**src/adc_pkg.sv**
```systemverilog
/*
 * Package for the audio DMA channel block: register offsets, field positions,
 * reset values, transfer shape constants and state encodings.
 * Assumes a 32-bit register port and a 32-bit memory master port.
 */
package adc_pkg;
    // ==================================================================
    // Register offsets (byte addresses)
    localparam logic [7:0] OFS_PB_CONTROL = 8'h48;
    localparam logic [7:0] OFS_PB_COUNT = 8'h4c;
    localparam logic [7:0] OFS_PB_BASE = 8'h50;
    localparam logic [7:0] OFS_CAP_CONTROL = 8'h54;
    localparam logic [7:0] OFS_CAP_COUNT = 8'h58;
    localparam logic [7:0] OFS_CAP_BASE = 8'h5c;
    // ==================================================================
    // Field positions
    localparam int BIT_DMA_ON = 31;
    localparam int BIT_LINK_BUSY = 30;
    localparam int COUNT_MSB = 15;
    localparam int BASE_LSB = 2;
    // ==================================================================
    // Reset values and transfer shape
    localparam logic [31:0] RST_REG = 32'h0000_0000;
    localparam logic [1:0] WORDS_PER_XFER = 2'h3;
    localparam logic [31:0] XFER_BYTES = 32'h0000_0010;
    // ==================================================================
    // Channel states
    typedef enum logic [3:0] {
        ST_IDLE = 4'b0001,
        ST_MEM = 4'b0010,
        ST_LINK = 4'b0100,
        ST_DONE = 4'b1000
    } adc_state_t;
endpackage : adc_pkg

```
**src/adc_buf.sv**
```systemverilog
/*
 * Two-entry valid/ready buffer for 16-bit audio slices.
 * Assumes a single clock and an active-low asynchronous reset.
 */
`timescale 1ns/1ps
`default_nettype none
module adc_buf #(
    parameter int WIDTH = 16
) (
    input wire logic clock_i,
    input wire logic rst_n_i,
    input wire logic in_valid_i,
    output logic in_ready_o,
    input wire logic [WIDTH-1:0] in_data_i,
    output logic out_valid_o,
    input wire logic out_ready_i,
    output logic [WIDTH-1:0] out_data_o
);
    logic [WIDTH-1:0] mem_q [2];
    logic [WIDTH-1:0] mem_d [2];
    logic [1:0] cnt_q, cnt_d;
    logic wp_q, wp_d, rp_q, rp_d;
    logic push, pop;

    assign in_ready_o = (cnt_q != 2'h2);
    assign out_valid_o = (cnt_q != 2'h0);
    assign out_data_o = mem_q[rp_q];
    assign push = in_valid_i && in_ready_o;
    assign pop = out_valid_o && out_ready_i;

    always_comb begin
        mem_d = mem_q;
        wp_d = wp_q;
        rp_d = rp_q;
        cnt_d = cnt_q;
        if (push) begin
            mem_d[wp_q] = in_data_i;
            wp_d = ~wp_q;
        end
        if (pop) begin
            rp_d = ~rp_q;
        end
        if (push && !pop) begin
            cnt_d = cnt_q + 2'h1;
        end else if (pop && !push) begin
            cnt_d = cnt_q - 2'h1;
        end
    end

    always_ff @(posedge clock_i or negedge rst_n_i) begin
        if (!rst_n_i) begin
            mem_q[0] <= '0;
            mem_q[1] <= '0;
            cnt_q <= 2'h0;
            wp_q <= 1'b0;
            rp_q <= 1'b0;
        end else begin
            mem_q <= mem_d;
            cnt_q <= cnt_d;
            wp_q <= wp_d;
            rp_q <= rp_d;
        end
    end

    a_buf_bound: assert property (@(posedge clock_i) disable iff (!rst_n_i)
        cnt_q <= 2'h2) else $error("buffer count above two");
endmodule : adc_buf
`default_nettype wire

```
**src/adc_mem.sv**
```systemverilog
/*
 * Four-word staging memory for one DMA transfer; read data registered.
 * Assumes a single clock and an active-low asynchronous reset.
 */
`timescale 1ns/1ps
`default_nettype none
module adc_mem #(
    parameter int DEPTH = 4,
    parameter int WIDTH = 32
) (
    input wire logic clock_i,
    input wire logic rst_n_i,
    input wire logic we_i,
    input wire logic [$clog2(DEPTH)-1:0] waddr_i,
    input wire logic [WIDTH-1:0] wdata_i,
    input wire logic [$clog2(DEPTH)-1:0] raddr_i,
    output logic [WIDTH-1:0] rdata_o
);
    logic [WIDTH-1:0] mem_q [DEPTH];
    logic [WIDTH-1:0] rdata_d;

    always_comb begin
        rdata_d = mem_q[raddr_i];
    end

    always_ff @(posedge clock_i or negedge rst_n_i) begin
        if (!rst_n_i) begin
            rdata_o <= '0;
        end else begin
            rdata_o <= rdata_d;
        end
    end

    always_ff @(posedge clock_i) begin
        if (we_i) begin
            mem_q[waddr_i] <= wdata_i;
        end
    end
endmodule : adc_mem
`default_nettype wire

```
**src/adc_top.sv**
```systemverilog
/*
 * Audio DMA registers and engines: one playback and one capture channel.
 * Assumes a memory slave that answers one word per mem_ack_i pulse and a
 * codec side that moves 16-bit slices by valid/ready.
 */
// Implementation choice: the plain strobed port.
`timescale 1ns/1ps
`default_nettype none
// What this block does
// - Playback starts a memory fetch only while its enable bit 31 is set; a started transfer runs to its end.
// - Playback control bit 30 reads one while the playback engine is not idle.
// - Reserved bits read back zero; writes to them are dropped.
// - Playback count register holds a writable 16-bit transfer count.
// - Each playback transfer fetches four 32-bit words from memory.
// - Playback sends the fetched words to the codec as 16-bit slices.
// - Count one gives one four-word fetch then eight codec slices.
// - Playback base address bits 31:2 writable, bits 1:0 read zero.
// - Capture starts a transfer only while its enable bit 31 is set; others reserved.
// - Capture packs eight codec slices into four words written to memory.
// - Capture count register at 0x58 holds a 16-bit count.
// - Capture base address at 0x5C, bits 31:2 writable, word aligned.
module adc_top (
    input wire logic clock_i,
    input wire logic rst_n_i,
    input wire logic [7:0] reg_addr_i,
    input wire logic [31:0] reg_wdata_i,
    input wire logic reg_wr_i,
    input wire logic reg_rd_i,
    output logic [31:0] reg_rdata_o,
    output logic mem_req_o,
    output logic mem_we_o,
    output logic [31:0] mem_addr_o,
    output logic [31:0] mem_wdata_o,
    input wire logic mem_ack_i,
    input wire logic [31:0] mem_rdata_i,
    output logic pb_valid_o,
    input wire logic pb_ready_i,
    output logic [15:0] pb_data_o,
    input wire logic cap_valid_i,
    output logic cap_ready_o,
    input wire logic [15:0] cap_data_i
);
    // ==================================================================
    // Registers
    logic pb_on_q, pb_on_d, cap_on_q, cap_on_d;
    logic [15:0] pb_cnt_q, pb_cnt_d, cap_cnt_q, cap_cnt_d;
    logic [31:2] pb_base_q, pb_base_d, cap_base_q, cap_base_d;
    logic [31:0] rdata_q, rdata_d;
    logic pb_busy;
    // Engine state
    adc_pkg::adc_state_t pb_st_q, pb_st_d, cap_st_q, cap_st_d;
    logic [1:0] pb_wi_q, pb_wi_d, cap_wi_q, cap_wi_d;
    logic [2:0] pb_si_q, pb_si_d, cap_si_q, cap_si_d;
    logic pb_rv_q, pb_rv_d;
    logic [15:0] cap_lo_q, cap_lo_d;
    logic cap_grant;
    // Staging memory and buffer wiring
    logic pb_mwe, cap_mwe;
    logic [1:0] pb_raddr, cap_raddr;
    logic [31:0] pb_word, cap_word, cap_mwdata;
    logic pbb_ready;
    logic [15:0] pb_slice;

    function automatic logic [31:2] next_addr(input logic [31:2] a);
        next_addr = a + adc_pkg::XFER_BYTES[31:2];
    endfunction : next_addr

    assign reg_rdata_o = rdata_q;
    assign pb_busy = (pb_st_q != adc_pkg::ST_IDLE);

    // ==================================================================
    // Register port
    always_comb begin
        pb_on_d = pb_on_q;
        cap_on_d = cap_on_q;
        pb_cnt_d = pb_cnt_q;
        cap_cnt_d = cap_cnt_q;
        pb_base_d = pb_base_q;
        cap_base_d = cap_base_q;
        rdata_d = 32'h0000_0000;
        if (pb_st_q == adc_pkg::ST_DONE) begin
            pb_cnt_d = pb_cnt_q - 16'h0001;
            pb_base_d = next_addr(pb_base_q);
        end
        if (cap_st_q == adc_pkg::ST_DONE) begin
            cap_cnt_d = cap_cnt_q - 16'h0001;
            cap_base_d = next_addr(cap_base_q);
        end
        if (reg_wr_i) begin
            case (reg_addr_i)
                adc_pkg::OFS_PB_CONTROL: pb_on_d = reg_wdata_i[adc_pkg::BIT_DMA_ON];
                adc_pkg::OFS_PB_COUNT: pb_cnt_d = reg_wdata_i[adc_pkg::COUNT_MSB:0];
                adc_pkg::OFS_PB_BASE: pb_base_d = reg_wdata_i[31:adc_pkg::BASE_LSB];
                adc_pkg::OFS_CAP_CONTROL: cap_on_d = reg_wdata_i[adc_pkg::BIT_DMA_ON];
                adc_pkg::OFS_CAP_COUNT: cap_cnt_d = reg_wdata_i[adc_pkg::COUNT_MSB:0];
                adc_pkg::OFS_CAP_BASE: cap_base_d = reg_wdata_i[31:adc_pkg::BASE_LSB];
                default: ;
            endcase
        end
        if (reg_rd_i) begin
            case (reg_addr_i)
                adc_pkg::OFS_PB_CONTROL: begin
                    rdata_d[adc_pkg::BIT_DMA_ON] = pb_on_q;
                    rdata_d[adc_pkg::BIT_LINK_BUSY] = pb_busy;
                end
                adc_pkg::OFS_PB_COUNT: rdata_d[adc_pkg::COUNT_MSB:0] = pb_cnt_q;
                adc_pkg::OFS_PB_BASE: rdata_d[31:adc_pkg::BASE_LSB] = pb_base_q;
                adc_pkg::OFS_CAP_CONTROL: rdata_d[adc_pkg::BIT_DMA_ON] = cap_on_q;
                adc_pkg::OFS_CAP_COUNT: rdata_d[adc_pkg::COUNT_MSB:0] = cap_cnt_q;
                adc_pkg::OFS_CAP_BASE: rdata_d[31:adc_pkg::BASE_LSB] = cap_base_q;
                default: rdata_d = 32'h0000_0000;
            endcase
        end
    end

    always_ff @(posedge clock_i or negedge rst_n_i) begin
        if (!rst_n_i) begin
            pb_on_q <= 1'b0;
            cap_on_q <= 1'b0;
            pb_cnt_q <= adc_pkg::RST_REG[15:0];
            cap_cnt_q <= adc_pkg::RST_REG[15:0];
            pb_base_q <= adc_pkg::RST_REG[31:2];
            cap_base_q <= adc_pkg::RST_REG[31:2];
            rdata_q <= adc_pkg::RST_REG;
        end else begin
            pb_on_q <= pb_on_d;
            cap_on_q <= cap_on_d;
            pb_cnt_q <= pb_cnt_d;
            cap_cnt_q <= cap_cnt_d;
            pb_base_q <= pb_base_d;
            cap_base_q <= cap_base_d;
            rdata_q <= rdata_d;
        end
    end

    // ==================================================================
    // Memory master: playback has priority; capture waits while it fetches
    assign cap_grant = (cap_st_q == adc_pkg::ST_MEM) && (pb_st_q != adc_pkg::ST_MEM);
    assign mem_req_o = (pb_st_q == adc_pkg::ST_MEM) || cap_grant;
    assign mem_we_o = cap_grant;
    assign mem_addr_o = cap_grant ? {cap_base_q + {28'h000_0000, cap_wi_q}, 2'b00}
                                  : {pb_base_q + {28'h000_0000, pb_wi_q}, 2'b00};
    assign mem_wdata_o = cap_word;
    assign pb_mwe = (pb_st_q == adc_pkg::ST_MEM) && mem_ack_i;
    assign cap_raddr = cap_wi_q + {1'b0, (cap_grant && mem_ack_i)};

    // ==================================================================
    // Playback engine
    always_comb begin
        pb_st_d = pb_st_q;
        pb_wi_d = pb_wi_q;
        pb_si_d = pb_si_q;
        pb_rv_d = 1'b0;
        case (pb_st_q)
            adc_pkg::ST_IDLE: begin
                if (pb_on_q && pb_cnt_q != 16'h0000) begin
                    pb_st_d = adc_pkg::ST_MEM;
                    pb_wi_d = 2'h0;
                end
            end
            adc_pkg::ST_MEM: begin
                if (mem_ack_i) begin
                    pb_wi_d = pb_wi_q + 2'h1;
                    if (pb_wi_q == adc_pkg::WORDS_PER_XFER) begin
                        pb_st_d = adc_pkg::ST_LINK;
                        pb_si_d = 3'h0;
                        pb_rv_d = 1'b1;
                    end
                end
            end
            adc_pkg::ST_LINK: begin
                // One slice in flight; staging read latency is one cycle
                pb_rv_d = pb_rv_q;
                if (pb_rv_q && pbb_ready) begin
                    pb_si_d = pb_si_q + 3'h1;
                    pb_rv_d = (pb_si_q != 3'h7);
                    if (pb_si_q == 3'h7) begin
                        pb_st_d = adc_pkg::ST_DONE;
                    end
                end
            end
            adc_pkg::ST_DONE: pb_st_d = adc_pkg::ST_IDLE;
            default: pb_st_d = adc_pkg::ST_IDLE;
        endcase
    end

    assign pb_raddr = pb_si_d[2:1];
    assign pb_slice = pb_si_q[0] ? pb_word[31:16] : pb_word[15:0];

    always_ff @(posedge clock_i or negedge rst_n_i) begin
        if (!rst_n_i) begin
            pb_st_q <= adc_pkg::ST_IDLE;
            pb_wi_q <= 2'h0;
            pb_si_q <= 3'h0;
            pb_rv_q <= 1'b0;
        end else begin
            pb_st_q <= pb_st_d;
            pb_wi_q <= pb_wi_d;
            pb_si_q <= pb_si_d;
            pb_rv_q <= pb_rv_d;
        end
    end

    // ==================================================================
    // Capture engine
    assign cap_mwe = (cap_st_q == adc_pkg::ST_LINK) && cap_valid_i && cap_si_q[0];
    assign cap_mwdata = {cap_data_i, cap_lo_q};
    assign cap_ready_o = (cap_st_q == adc_pkg::ST_LINK);

    always_comb begin
        cap_st_d = cap_st_q;
        cap_wi_d = cap_wi_q;
        cap_si_d = cap_si_q;
        cap_lo_d = cap_lo_q;
        case (cap_st_q)
            adc_pkg::ST_IDLE: begin
                if (cap_on_q && cap_cnt_q != 16'h0000) begin
                    cap_st_d = adc_pkg::ST_LINK;
                    cap_si_d = 3'h0;
                end
            end
            adc_pkg::ST_LINK: begin
                if (cap_valid_i) begin
                    cap_si_d = cap_si_q + 3'h1;
                    if (!cap_si_q[0]) begin
                        cap_lo_d = cap_data_i;
                    end
                    if (cap_si_q == 3'h7) begin
                        cap_st_d = adc_pkg::ST_MEM;
                        cap_wi_d = 2'h0;
                    end
                end
            end
            adc_pkg::ST_MEM: begin
                if (cap_grant && mem_ack_i) begin
                    cap_wi_d = cap_wi_q + 2'h1;
                    if (cap_wi_q == adc_pkg::WORDS_PER_XFER) begin
                        cap_st_d = adc_pkg::ST_DONE;
                    end
                end
            end
            adc_pkg::ST_DONE: cap_st_d = adc_pkg::ST_IDLE;
            default: cap_st_d = adc_pkg::ST_IDLE;
        endcase
    end

    always_ff @(posedge clock_i or negedge rst_n_i) begin
        if (!rst_n_i) begin
            cap_st_q <= adc_pkg::ST_IDLE;
            cap_wi_q <= 2'h0;
            cap_si_q <= 3'h0;
            cap_lo_q <= 16'h0000;
        end else begin
            cap_st_q <= cap_st_d;
            cap_wi_q <= cap_wi_d;
            cap_si_q <= cap_si_d;
            cap_lo_q <= cap_lo_d;
        end
    end

    // ==================================================================
    // Instances
    adc_mem #(.DEPTH(4), .WIDTH(32)) u_pb_mem (
        .clock_i(clock_i),
        .rst_n_i(rst_n_i),
        .we_i(pb_mwe),
        .waddr_i(pb_wi_q),
        .wdata_i(mem_rdata_i),
        .raddr_i(pb_raddr),
        .rdata_o(pb_word)
    );

    adc_mem #(.DEPTH(4), .WIDTH(32)) u_cap_mem (
        .clock_i(clock_i),
        .rst_n_i(rst_n_i),
        .we_i(cap_mwe),
        .waddr_i(cap_si_q[2:1]),
        .wdata_i(cap_mwdata),
        .raddr_i(cap_raddr),
        .rdata_o(cap_word)
    );

    adc_buf #(.WIDTH(16)) u_pb_buf (
        .clock_i(clock_i),
        .rst_n_i(rst_n_i),
        .in_valid_i(pb_rv_q),
        .in_ready_o(pbb_ready),
        .in_data_i(pb_slice),
        .out_valid_o(pb_valid_o),
        .out_ready_i(pb_ready_i),
        .out_data_o(pb_data_o)
    );

    // ==================================================================
    // Checks
    a_pb_gate_on: assert property (@(posedge clock_i) disable iff (!rst_n_i)
        ($rose(pb_st_q == adc_pkg::ST_MEM)) |-> $past(pb_on_q))
        else $error("playback fetch started while disabled");
    a_pb_busy_read: assert property (@(posedge clock_i) disable iff (!rst_n_i)
        (reg_rd_i && reg_addr_i == adc_pkg::OFS_PB_CONTROL) |=>
        (reg_rdata_o[30] == $past(pb_busy)))
        else $error("busy bit mismatch");
    a_rsv_zero: assert property (@(posedge clock_i) disable iff (!rst_n_i)
        $past(reg_rd_i && reg_addr_i == adc_pkg::OFS_PB_BASE) |-> reg_rdata_o[1:0] == 2'b00)
        else $error("reserved address bits not zero");
    a_cap_ctrl_rsv: assert property (@(posedge clock_i) disable iff (!rst_n_i)
        (reg_rd_i && reg_addr_i == adc_pkg::OFS_CAP_CONTROL) |=> reg_rdata_o[30:0] == 31'h0)
        else $error("capture control reserved bits not zero");
    a_cnt_write: assert property (@(posedge clock_i) disable iff (!rst_n_i)
        (reg_wr_i && reg_addr_i == adc_pkg::OFS_PB_COUNT) |=>
        pb_cnt_q == $past(reg_wdata_i[15:0]))
        else $error("count write lost");
    a_pb_done_step: assert property (@(posedge clock_i) disable iff (!rst_n_i)
        (pb_st_q == adc_pkg::ST_DONE && !reg_wr_i) |=>
        pb_base_q == $past(pb_base_q) + 30'h4 && pb_cnt_q == $past(pb_cnt_q) - 16'h1)
        else $error("address or count step wrong");
    a_pb_link_after: assert property (@(posedge clock_i) disable iff (!rst_n_i)
        (pb_st_q == adc_pkg::ST_MEM && mem_ack_i && pb_wi_q == 2'h3) |=>
        pb_st_q == adc_pkg::ST_LINK)
        else $error("link phase not after four words");
    a_cap_pack: assert property (@(posedge clock_i) disable iff (!rst_n_i)
        (cap_st_q == adc_pkg::ST_LINK && cap_valid_i && cap_si_q == 3'h7) |=>
        cap_st_q == adc_pkg::ST_MEM)
        else $error("capture did not move to memory after eight slices");
    a_pb_eight: assert property (@(posedge clock_i) disable iff (!rst_n_i)
        (pb_st_q == adc_pkg::ST_LINK && pb_rv_q && pbb_ready && pb_si_q == 3'h7) |=>
        pb_st_q == adc_pkg::ST_DONE)
        else $error("playback did not end after eight slices");
    a_base_write: assert property (@(posedge clock_i) disable iff (!rst_n_i)
        (reg_wr_i && reg_addr_i == adc_pkg::OFS_CAP_BASE) |=>
        cap_base_q == $past(reg_wdata_i[31:2]))
        else $error("capture base write lost");
endmodule : adc_top
`default_nettype wire

```
**config.mk**
```make
export PLATFORM = sky130hd
export DESIGN_NAME = adc_top
export DESIGN_NICKNAME = d
export VERILOG_FILES = /design/src/adc_pkg.sv /design/src/adc_buf.sv /design/src/adc_mem.sv /design/src/adc_top.sv
export SDC_FILE = /design/constraint.sdc
export NUM_CORES = 1
export LEC_CHECK = 0
export BUFFER_PORTS_ARGS = -buffer_cell sky130_fd_sc_hd__buf_2
export CAP_MARGIN = 30
export CORE_ASPECT_RATIO = 1.75
export CORE_UTILIZATION = 51
export DETAILED_ROUTE_END_ITERATION = 7
export PLACE_DENSITY = 0.66
export SYNTH_ARGS = -nofsm -noshare
export SYNTH_HDL_FRONTEND = slang
export SYNTH_SLANG_ARGS = --single-unit
```
**constraint.sdc**
```tcl
create_clock -name clock_i -period 9 [get_ports clock_i]
set_input_delay 0.9 -clock clock_i [delete_from_list [all_inputs] [get_ports clock_i]]
set_output_delay 0.9 -clock clock_i [all_outputs]
set_load 0.05 [all_outputs]
```
# After elaboration in Yosys (flattened, before gate mapping)

Memory sizes are Yosys's and may differ from the RTL's. A register that Yosys moved wholly into a read port is not among the register bits.
Index checks and enable logic that the tools add are counted.

Memory bits (read-only): 0
Memories kept: 2
Memory bits (writable): 256
Latch bits: 0
Input bits: 95
Logic and storage cells: 172
Output and inout bits: 116
Register bits: 197

Shifts and indexed selects: 0
Divide/modulo/power cells: 0
$mul: 0
$add $sub $neg: 13
Bitwise logic cells: 5
Eq/ne operators: 32
$lt $le $gt $ge: 3
Multiplexer cells: 62
Reductions and logical operators: 34

Memory list:

| memory          | depth | width | rd ports | clocked after Yosys merged registers in | write ports | line          | source |
|---|---|---|---|---|---|---|---|
| u_cap_mem.mem_q | 4     | 32    | 1        | 1                                       | 1           | adc_mem.sv:19 | `logic [WIDTH-1:0] mem_q [DEPTH];` |
| u_pb_mem.mem_q  | 4     | 32    | 1        | 1                                       | 1           | adc_mem.sv:19 |  |

Operators by type and width:

| cell                                                  | number |
|---|---|
| 2-to-1 mux 30 bit                                     | 6 |
| 2-to-1 mux 16 bit                                     | 11 |
| 2-to-1 mux 32 bit                                     | 2 |
| adder 30 x 2 -> 30 bit                                | 2 |
| adder 30 x 3 -> 30 bit, second input constant         | 2 |
| one-hot mux 14 bit (4 select lines)                   | 1 |
| == test 8 x 7 -> 1 bit, second input constant         | 6 |
| 2-to-1 mux 4 bit                                      | 10 |
| bitwise mux 32 bit                                    | 1 |
| nonzero test 16 bit                                   | 2 |
| subtractor 16 x 1 -> 16 bit, second input constant    | 2 |
| one-hot mux 14 bit (2 select lines)                   | 1 |
| one-hot mux 4 bit (3 select lines)                    | 2 |
| demux 16 bit (select 1 bit)                           | 1 |
| 2-to-1 mux 3 bit                                      | 5 |
| 2-to-1 mux 2 bit                                      | 7 |
| logical AND 1 bit                                     | 12 |
| inequality test 2 bit, second input constant          | 6 |
| one-hot mux 2 bit (2 select lines)                    | 3 |
| one-hot mux 3 bit (2 select lines)                    | 2 |
| nonzero test 2 bit                                    | 6 |
| inequality test 2 x 1 -> 1 bit, second input constant | 5 |
| AND reduction 5 bit                                   | 2 |
| AND reduction 3 bit                                   | 3 |
| other kinds (25)                                      | 49 |

# Longest topological paths before layout

Gate-level depths: netlist of the first run.

Depth in word-level cells: 6
Depth in mapped cells: 10
Depth with buffers taken out: 8

# Cells and area by module

A second synthesis of the first run with hierarchy kept.

Cell total of the unflattened synthesis: 1600
Area total of the unflattened synthesis: 22638.0 µm²

By module, submodules not included:

| module  | area each (µm²) | seq. area each (µm²) | instances | cells an instance |
|---|---|---|---|---|
| adc_mem | 5490.3          | 4644.5               | 2         | 203 |
| adc_top | 9962.1          | 4031.4               | 1         | 1091 |
| adc_buf | 1695.4          | 900.9                | 1         | 103 |

# Worst setup path after synthesis of the first run

OpenSTA, ideal clock, no wires.

Path kind: register to register
From: register cap_st_q[3]
To: memory u_cap_mem.mem_q[1][0], enable pin
Path buffers: 0
Path slack: 3.300 ns
Required time: 8.532 ns
Stages on the path, launching flop included: 5
Clock period less this slack: 5.700 ns
Data arrival time: 5.232 ns
Setup time: 0.468 ns
Path through: dfrtp_1 > nor4b_1 > and2_1 > nand2_1 > nor3b_1

Cells in the longest elaborated chain, start to end: 5

RTL lines:

| what                                   | line           | source |
|---|---|---|
| start, declared                        | adc_top.sv:51  | `adc_pkg::adc_state_t pb_st_q, pb_st_d, cap_st_q, cap_st_d;` |
| start signal, assigned                 | adc_top.sv:249 | `cap_st_q <= adc_pkg::ST_IDLE;` |
| start signal, assigned                 | adc_top.sv:254 | `cap_st_q <= cap_st_d;` |
| == test 4 x 3 -> 1 bit                 | --             |  |
| named net cap_ready_o                  | adc_top.sv:40  | `output logic cap_ready_o,` |
| logical AND 1 bit (2 in a row)         | adc_top.sv:206 | `assign cap_mwe = (cap_st_q == adc_pkg::ST_LINK) && cap_valid_i && cap_si_q[0];` |
| 2-to-1 mux 1 bit                       | adc_mem.sv:35  | `if (we_i) begin` |
| 2-to-1 mux 1 bit (implied by the code) | adc_mem.sv:36  | `mem_q[waddr_i] <= wdata_i;` |
| end, declared                          | adc_mem.sv:19  |  |

The timed path passes the listed nets, and every way through them passes these cells.

# Final worst setup path of the first run

From: register pb_wi_q[0]
To: output mem_addr_o[30]

Cells in the longest elaborated chain, start to end: 2

RTL lines:

| what                   | line           | source |
|---|---|---|
| start, declared        | adc_top.sv:52  | `logic [1:0] pb_wi_q, pb_wi_d, cap_wi_q, cap_wi_d;` |
| start signal, assigned | adc_top.sv:198 | `pb_wi_q <= pb_wi_d;` |
| adder 30 x 2 -> 30 bit | adc_top.sv:142 | `: {pb_base_q + {28'h000_0000, pb_wi_q}, 2'b00};` |
| 2-to-1 mux 32 bit      | adc_top.sv:141 | `assign mem_addr_o = cap_grant ? {cap_base_q + {28'h000_0000, cap_wi_q}, 2'b00}` |
| end, declared          | adc_top.sv:32  | `output logic [31:0] mem_addr_o,` |

Every way passes these cells.

==> results by group, run 1 <==
Final layout
  • Final #Nets: 2012
  • Final Core Density: 0.592
  • Non-filler cells, final: 2495
  • Commonest non-fill, non-tap cell in the layout: dfrtp_1
  • Layout area overhead: 14.1%
  • Fraction of layout instances using a drive strength above 1: 0.218
  • Most frequent cells in the layout: dfrtp_1 (259), edfxtp_1 (256), buf_2 (208), nor2_1 (167), mux2i_1 (143)
  • Antenna diodes: 0
  • Fillcell total: 3583

Die
  • Io pins: 211
  • Core area: 43500 µm²
  • Initial Util: 0.519
  • Die area: 45100 µm²
  • Die W: 161 µm
  • Row cnt: 101
  • Die height: 280 µm

Critical path
  • Worst flop-to-flop path startpoint: cap_st_q[2]
  • CP Data Required Time: 8100 ps
  • Type of element capturing the critical path: output port
  • Reg-to-reg endpoint: u_cap_mem.rdata_o[23]
  • Arr. time, crit path: 4050 ps
  • Worst setup SP type: flop
  • Worst reg-to-reg path cell count: 8
  • Critical path's slowest cell: nor3_1
  • Worst Path Max Fanout: 6
  • WS Path Type: flop to output port
  • CP cell instances: ha_1 > inv_1 > fa_1 > nand4b_1 > nor3_1 > or4b_2 > xnor2_1 > mux2i_1 > buf_2
  • CP max stage delay: 740 ps
  • Reg-to-reg slack, setup: 5460 ps

Yosys
  • Synth warn: 0
  • Syn Inst Count: 1713
  • Area leader, netlist: edfxtp_1
  • Post-synthesis async set-or-reset flop share: 0.505
  • Seq cells post-synth: 517
  • Yosys top cell area share: 0.341
  • Sequential fraction of the synthesis area: 0.631
  • EDFF count, synth: 256
  • Dominant cells by area after synthesis: edfxtp_1 (34%), dfrtp_1 (29%), mux2i_1 (6.4%)
  • Synthesized area per cell: 13.2 µm²
  • Ys flop type: dfrtp_1
  • Cell Area, Synth: 22500 µm²
  • Netlist cell types: 63

Clock tree
  • Num CTS Buffers: 47
  • Buffer count from post-CTS setup fixing: 0
  • Clock buffer depth: 3
  • H-tree Lvls: 2
  • Number of gates resized after CTS: 0
  • CTS tree: yes
  • CTS Hold Bufs: 0
  • Worst skew pair latency: 570 ps
  • Clk root buf: clkbuf_16
  • CTS Sinks: 517
  • Worst-path clk slew: 60 ps

STA
  • RSZ-0062 raised after global routing: no
  • Final hold vios: 0
  • Max-slew headroom: 0.331
  • Final TNS setup: 0 ps
  • Final Max Tran Viols: 0
  • Final setup fails: 0
  • Measured slew at the worst slew-check pin: 994 ps
  • Hold WS: 305 ps
  • Final critical-path required period: 4950 ps
  • Setup Skew: 12.5 ps
  • Fin crit share: 0.551
  • Top achievable clock speed: 0.202 GHz

Min path
  • Min-Delay Path Class: input port to async pin

Drt
  • Wire per inst: 21.6 µm
  • DRC viols: 0
  • Initial detailed-routing violation count: 870
  • Via count: 14.1k
  • Post-route ant nets: 0
  • Avg Vias per Cell: 5.66
  • DRT Pass-1 Iters: 7
  • Final wirelength: 53900 µm

GRT
  • Vias in the first global route: 14.7k
  • Largest net degree at the start of global routing: 79
  • Tot GR Track Use: 0.244
  • Initial antenna violation count: 5
  • Grt total ovfl: 0
  • First-pass GRT wire length: 83600 µm

Flow run
  • MaxCap Viol Count: 0

Run status
  • Status: completed

Power
  • Lkg Pwr: 10.4 nW
  • Peak supply drop: 178 µV
  • PD cells: 219 nW/µm²

Placement
  • Buffers on Ports: 208
  • Routability cong.: 0.948
  • DP Cell Count: 2413
  • Post-DP HPWL: 37400 µm
## per-layer routing
metal	up-vias	global-route usage	wire, µm
li1	6574	-	-
met1	7004	0.266	19400
met2	386	0.457	29300
met3	145	0.0349	2390
met4	8	0.122	2790
met5	-	0	54
## how the worst max path moves through the flow
stage	from	to
global route	pb_wi_q[0]	mem_addr_o[30]
floorplan	cap_st_q[3]	u_cap_mem.mem_q[1][0]
global placement	pb_wi_q[0]	mem_addr_o[30]
detailed placement	pb_wi_q[0]	mem_addr_o[30]
finish	pb_wi_q[0]	mem_addr_o[30]
CTS	pb_wi_q[0]	mem_addr_o[30]
## cell usage after synthesis (all sizes together) (14+ instances only)
library cell / number
xor2: 73
ha: 19
a22oi: 27
buf: 26
nand2: 86
mux2: 42
nor2: 167
nand4: 36
inv: 20
dfrtp: 259
clkbuf: 84
nand3: 39
nor4: 21
mux4: 32
o2bb2ai: 14
nor3: 26
mux2i: 144
edfxtp: 256
xnor2: 71
o21ai: 35
nor2b: 24
a21oi: 110
## metrics by stage
stage	instance area, µm²	setup WS (ps)	power (mW)
after CTS	25700	4040	5.70
after global routing	25700	3930	5.85
final	25700	4050	5.64
after detailed placement	24300	4650	3.77
after floorplan	22600	3300	3.45
after global placement	24100	4710	3.76
## where the power goes
| group | internal, mW | total (mW) | switching, mW |
|---|---|---|---|
| Combinational | 0.320 | 0.991 | 0.671 |
| Clock | 1.06 | 1.93 | 0.866 |
| Sequential | 2.60 | 2.72 | 0.127 |
| Total | 3.98 | 5.64 | 1.66 |
## final cells by class
class                           count  area (µm²)  share of cell area
Multi-Input combinational cell   1067        7880               0.306
Inverter                           20        75.1             0.00292
Tap cell                          566         708              0.0275
Sequential cell                   517       14200               0.552
Timing Repair Buffer              243        1390              0.0540
Clock inverter                     25         204             0.00792
Clock buffer                       57        1260              0.0491
## state kept, by name, indices dropped and copies added (netlist names)
name               count
cap_base_q            30
cap_cnt_q             16
cap_lo_q              16
cap_on_q               1
cap_si_q               3
cap_st_q               4
cap_wi_q               2
pb_base_q             30
pb_cnt_q              16
pb_on_q                1
pb_rv_q                1
pb_si_q                3
pb_st_q                4
pb_wi_q                2
reg_rdata_o           32
u_cap_mem.mem_q      128
u_cap_mem.rdata_o     32
u_pb_buf.cnt_q         2
u_pb_buf.mem_q        32
u_pb_buf.rp_q          1
u_pb_buf.wp_q          1
u_pb_mem.mem_q       128
u_pb_mem.rdata_o      32
## kinds of logic after synthesis
family          count (synthesis)  share of synthesized area
compound gates                208                     0.0543
xor+xnor                      144                     0.0559
fa+ha+maj                      21                     0.0123
buf+inv                       130                     0.0230
flops                         517                      0.631
mux                           218                      0.117
other cells                     1                   0.000166
simple gates                  474                      0.107
## critical path: cells and delay by family, from the launching register on
family	cells	cell delay, ps
XOR/XNOR	1	150
flip-flops	1	430
multiplexers	1	130
AND/OR/NAND/NOR	3	1810
adder cells (fa/ha/maj)	2	650
buffers and inverters	2	340
No activity file was read; power rests on OpenSTA's default activity.
==> run 2: changes to the inputs <==
PLACE_DENSITY = 0.69   (was 0.66)
clock period = 4 ns   (was 9 ns; I/O delays follow)
==> run 2 against run 1 <==
Against the previous run: count of clock-buffer cells in the layout increased by 8; via count increased by 1.1%; sequential cell count unchanged; hold slack got worse by 260 ps; final cell count increased by 0.64%; total power increased by 130%; setup slack got worse by 3900 ps; final area increased by 1.2%; critical path depth increased by 1; global-route usage decreased by 0.15 points.
==> results by group, run 2 (synthesized netlist as in run 1, its figures left out) <==
GRT
  • Tot GR Track Use: 0.243 (-0.00145)
  • Vias in the first global route: 14.6k (-0.71%)
  • Largest net degree at the start of global routing: 91 (+15%)
  • Initial antenna violation count: 4 (-1)
  • Grt met1 use: 0.265 (-0.00111)
  • Grt peak-use layer: met2
  • GRT met2 Usage: 0.451 (-0.00619)
  • First-pass GRT wire length: 83200 µm (-0.49%)
  • Grt total ovfl: 0 (unchanged)
  • Met3 usage: 0.0362 (+0.00133)

STA
  • Fin crit share: 0.968
  • Hold WS: 41.6 ps (-264 ps)
  • Measured slew at the worst slew-check pin: 999 ps (+5.22 ps)
  • RSZ-0062 raised after global routing: no
  • Top achievable clock speed: 0.258 GHz
  • Final hold vios: 0 (unchanged)
  • Final critical-path required period: 3870 ps
  • Final Max Tran Viols: 0 (unchanged)
  • Final setup fails: 0 (unchanged)
  • Setup Skew: 17.8 ps (+5.37 ps)
  • Max-slew headroom: 0.332 (+0.00102)
  • Final TNS setup: 0 ps (unchanged)

Run status
  • Status: completed

Die
  • Die area: 45100 µm² (unchanged)
  • Die height: 280 µm (unchanged)
  • Core area: 43500 µm² (unchanged)
  • Initial Util: 0.519 (unchanged)
  • Io pins: 211 (unchanged)
  • Die W: 161 µm (unchanged)
  • Row cnt: 101 (unchanged)

Placement
  • Post-DP HPWL: 38100 µm (+2.1%)
  • Routability cong.: 0.932 (-1.7%)
  • Buffers on Ports: 208 (unchanged)

Drt
  • Via count: 14.3k (+1.1%)
  • Wire per inst: 21.8 µm (+0.84%)
  • Post-route ant nets: 0 (unchanged)
  • Avg Vias per Cell: 5.68 (+0.47%)
  • DRT Pass-1 Iters: 6 (-1)
  • Initial detailed-routing violation count: 1128 (+30%)
  • DRC viols: 0 (unchanged)
  • Final wirelength: 54700 µm (+1.5%)

Final layout
  • Register area: 14200 µm² (about the same)
  • Fraction of layout instances using a drive strength above 1: 0.224 (+0.00552)
  • Commonest non-fill, non-tap cell in the layout: dfrtp_1
  • Layout area overhead: 15.5%
  • Final #Nets: 2022 (+0.50%)
  • Fillcell total: 3485 (-2.7%)
  • Final Core Density: 0.599 (+0.00691)
  • Most frequent cells in the layout: dfrtp_1 (258), edfxtp_1 (256), buf_2 (206), nor2_1 (167), mux2i_1 (143)
  • Multi-input logic area: 7900 µm² (+0.24%)
  • Biggest regs: u_cap_mem.mem_q x128, u_pb_mem.mem_q x128

Critical path
  • WS Path Type: flop to output port
  • Arr. time, crit path: 3470 ps (-580 ps)
  • Worst setup SP type: flop
  • Type of element capturing the critical path: output port
  • CP Data Required Time: 3600 ps (-4500 ps)
  • Worst Path Max Fanout: 5 (-1)

Clock tree
  • H-tree Lvls: 2 (unchanged)
  • CTS tree: yes
  • Worst-path clk slew: 60 ps (about the same)
  • Clock buffer depth: 3 (unchanged)
  • Worst skew pair latency: 570 ps (about the same)
  • Num CTS Buffers: 47 (unchanged)
  • CTS Sinks: 517 (unchanged)
  • Clk root buf: clkbuf_16

Power
  • Lkg Pwr: 10.5 nW (+1.3%)
  • Peak supply drop: 443 µV (+150%)
  • Overall power: 13.2 mW (+130%)
  • PD cells: 506 nW/µm² (+130%)

Min path
  • Min-Delay Path Class: input port to flop

Flow run
  • MaxCap Viol Count: 0 (unchanged)
-- run 2: cell count changes in the layout (fill, tap and decap cells not counted), moves of 3 or more --
cell	before	now
clkinv_2	10	6
buf_4	27	36
clkinv_1	5	2
clkinvlp_4	5	2
clkbuf_1	5	9
bufinv_16	2	7
buf_12	1	6
-- run 2: path summary, 6_finish.rpt --
| kind | start | end | slack, ps | cells past startpoint |
|---|---|---|---|---|
| max reg2reg | cap_st_q[2] | u_cap_mem.rdata_o[30] | 1030 | 9 |
| min reg2reg | u_pb_buf.mem_q[12] | u_pb_buf.mem_q[12] | 480 | 2 |
| max | pb_wi_q[0] | mem_addr_o[30] | 130 | 10 |
| min | mem_rdata_i[28] | u_pb_mem.mem_q[0][28] | 40 | 1 |
| max in group asynchronous | rst_n_i | u_pb_mem.rdata_o[29] | 2670 | 3 |
| min in group asynchronous | rst_n_i | reg_rdata_o[20] | 380 | 2 |
-- run 2: area by class of cell --
class / count / area share
antenna: 1 / 0.0000961
clock buffer: 65 / 0.0514
clock inverter: 22 / 0.0122
inverter: 20 / 0.00288
multi-input combinational: 1067 / 0.303
sequential: 517 / 0.546
tap: 566 / 0.0272
timing repair buffer: 253 / 0.0568
-- run 2: routing by layer --
layer  wire length (µm)  part of all wire
met1              19700              0.36
met4               2850             0.052
met3               2630             0.048
met2              29500              0.54
met5                 23           0.00042
-- run 2: worst max-delay path, stage by stage (launching register included) --
cell      delay (ps)
dfrtp_2          410
ha_1             200
inv_1             60
fa_1             420
nand4b_1         290
nor3_1           200
buf_4            200
or4b_2           610
xnor2_1          140
mux2i_1          130
clkbuf_4         250
-- run 2: per-stage QoR --
step / setup WS (ps) / instances / area (µm²)
6_report: 127 / 2511 / 26000
5_1_grt: 12.1 / 2511 / 26000
4_1_cts: 73.4 / 2509 / 26000
3_5_place_dp: 536 / 2420 / 24400
3_3_place_gp: 589 / 2418 / 24300
2_1_floorplan: 261 / 1714 / 22600
-- run 2: report_power, final --
group	leakage, nW	switching (mW)	internal [mW]
registers	5.42	0.280	5.84
clock network	0.810	1.97	2.81
logic	4.27	1.53	0.741
-- run 2: repair_timing --
action | in CTS | in global routing
gates cloned | 0 | 0
endpoints found under the hold margin | 77 | 0
setup buffers | 1 | 1
endpoints found under the setup margin | 1 | 1
gates resized for setup | 0 | 2
hold buffers | 1 | 0
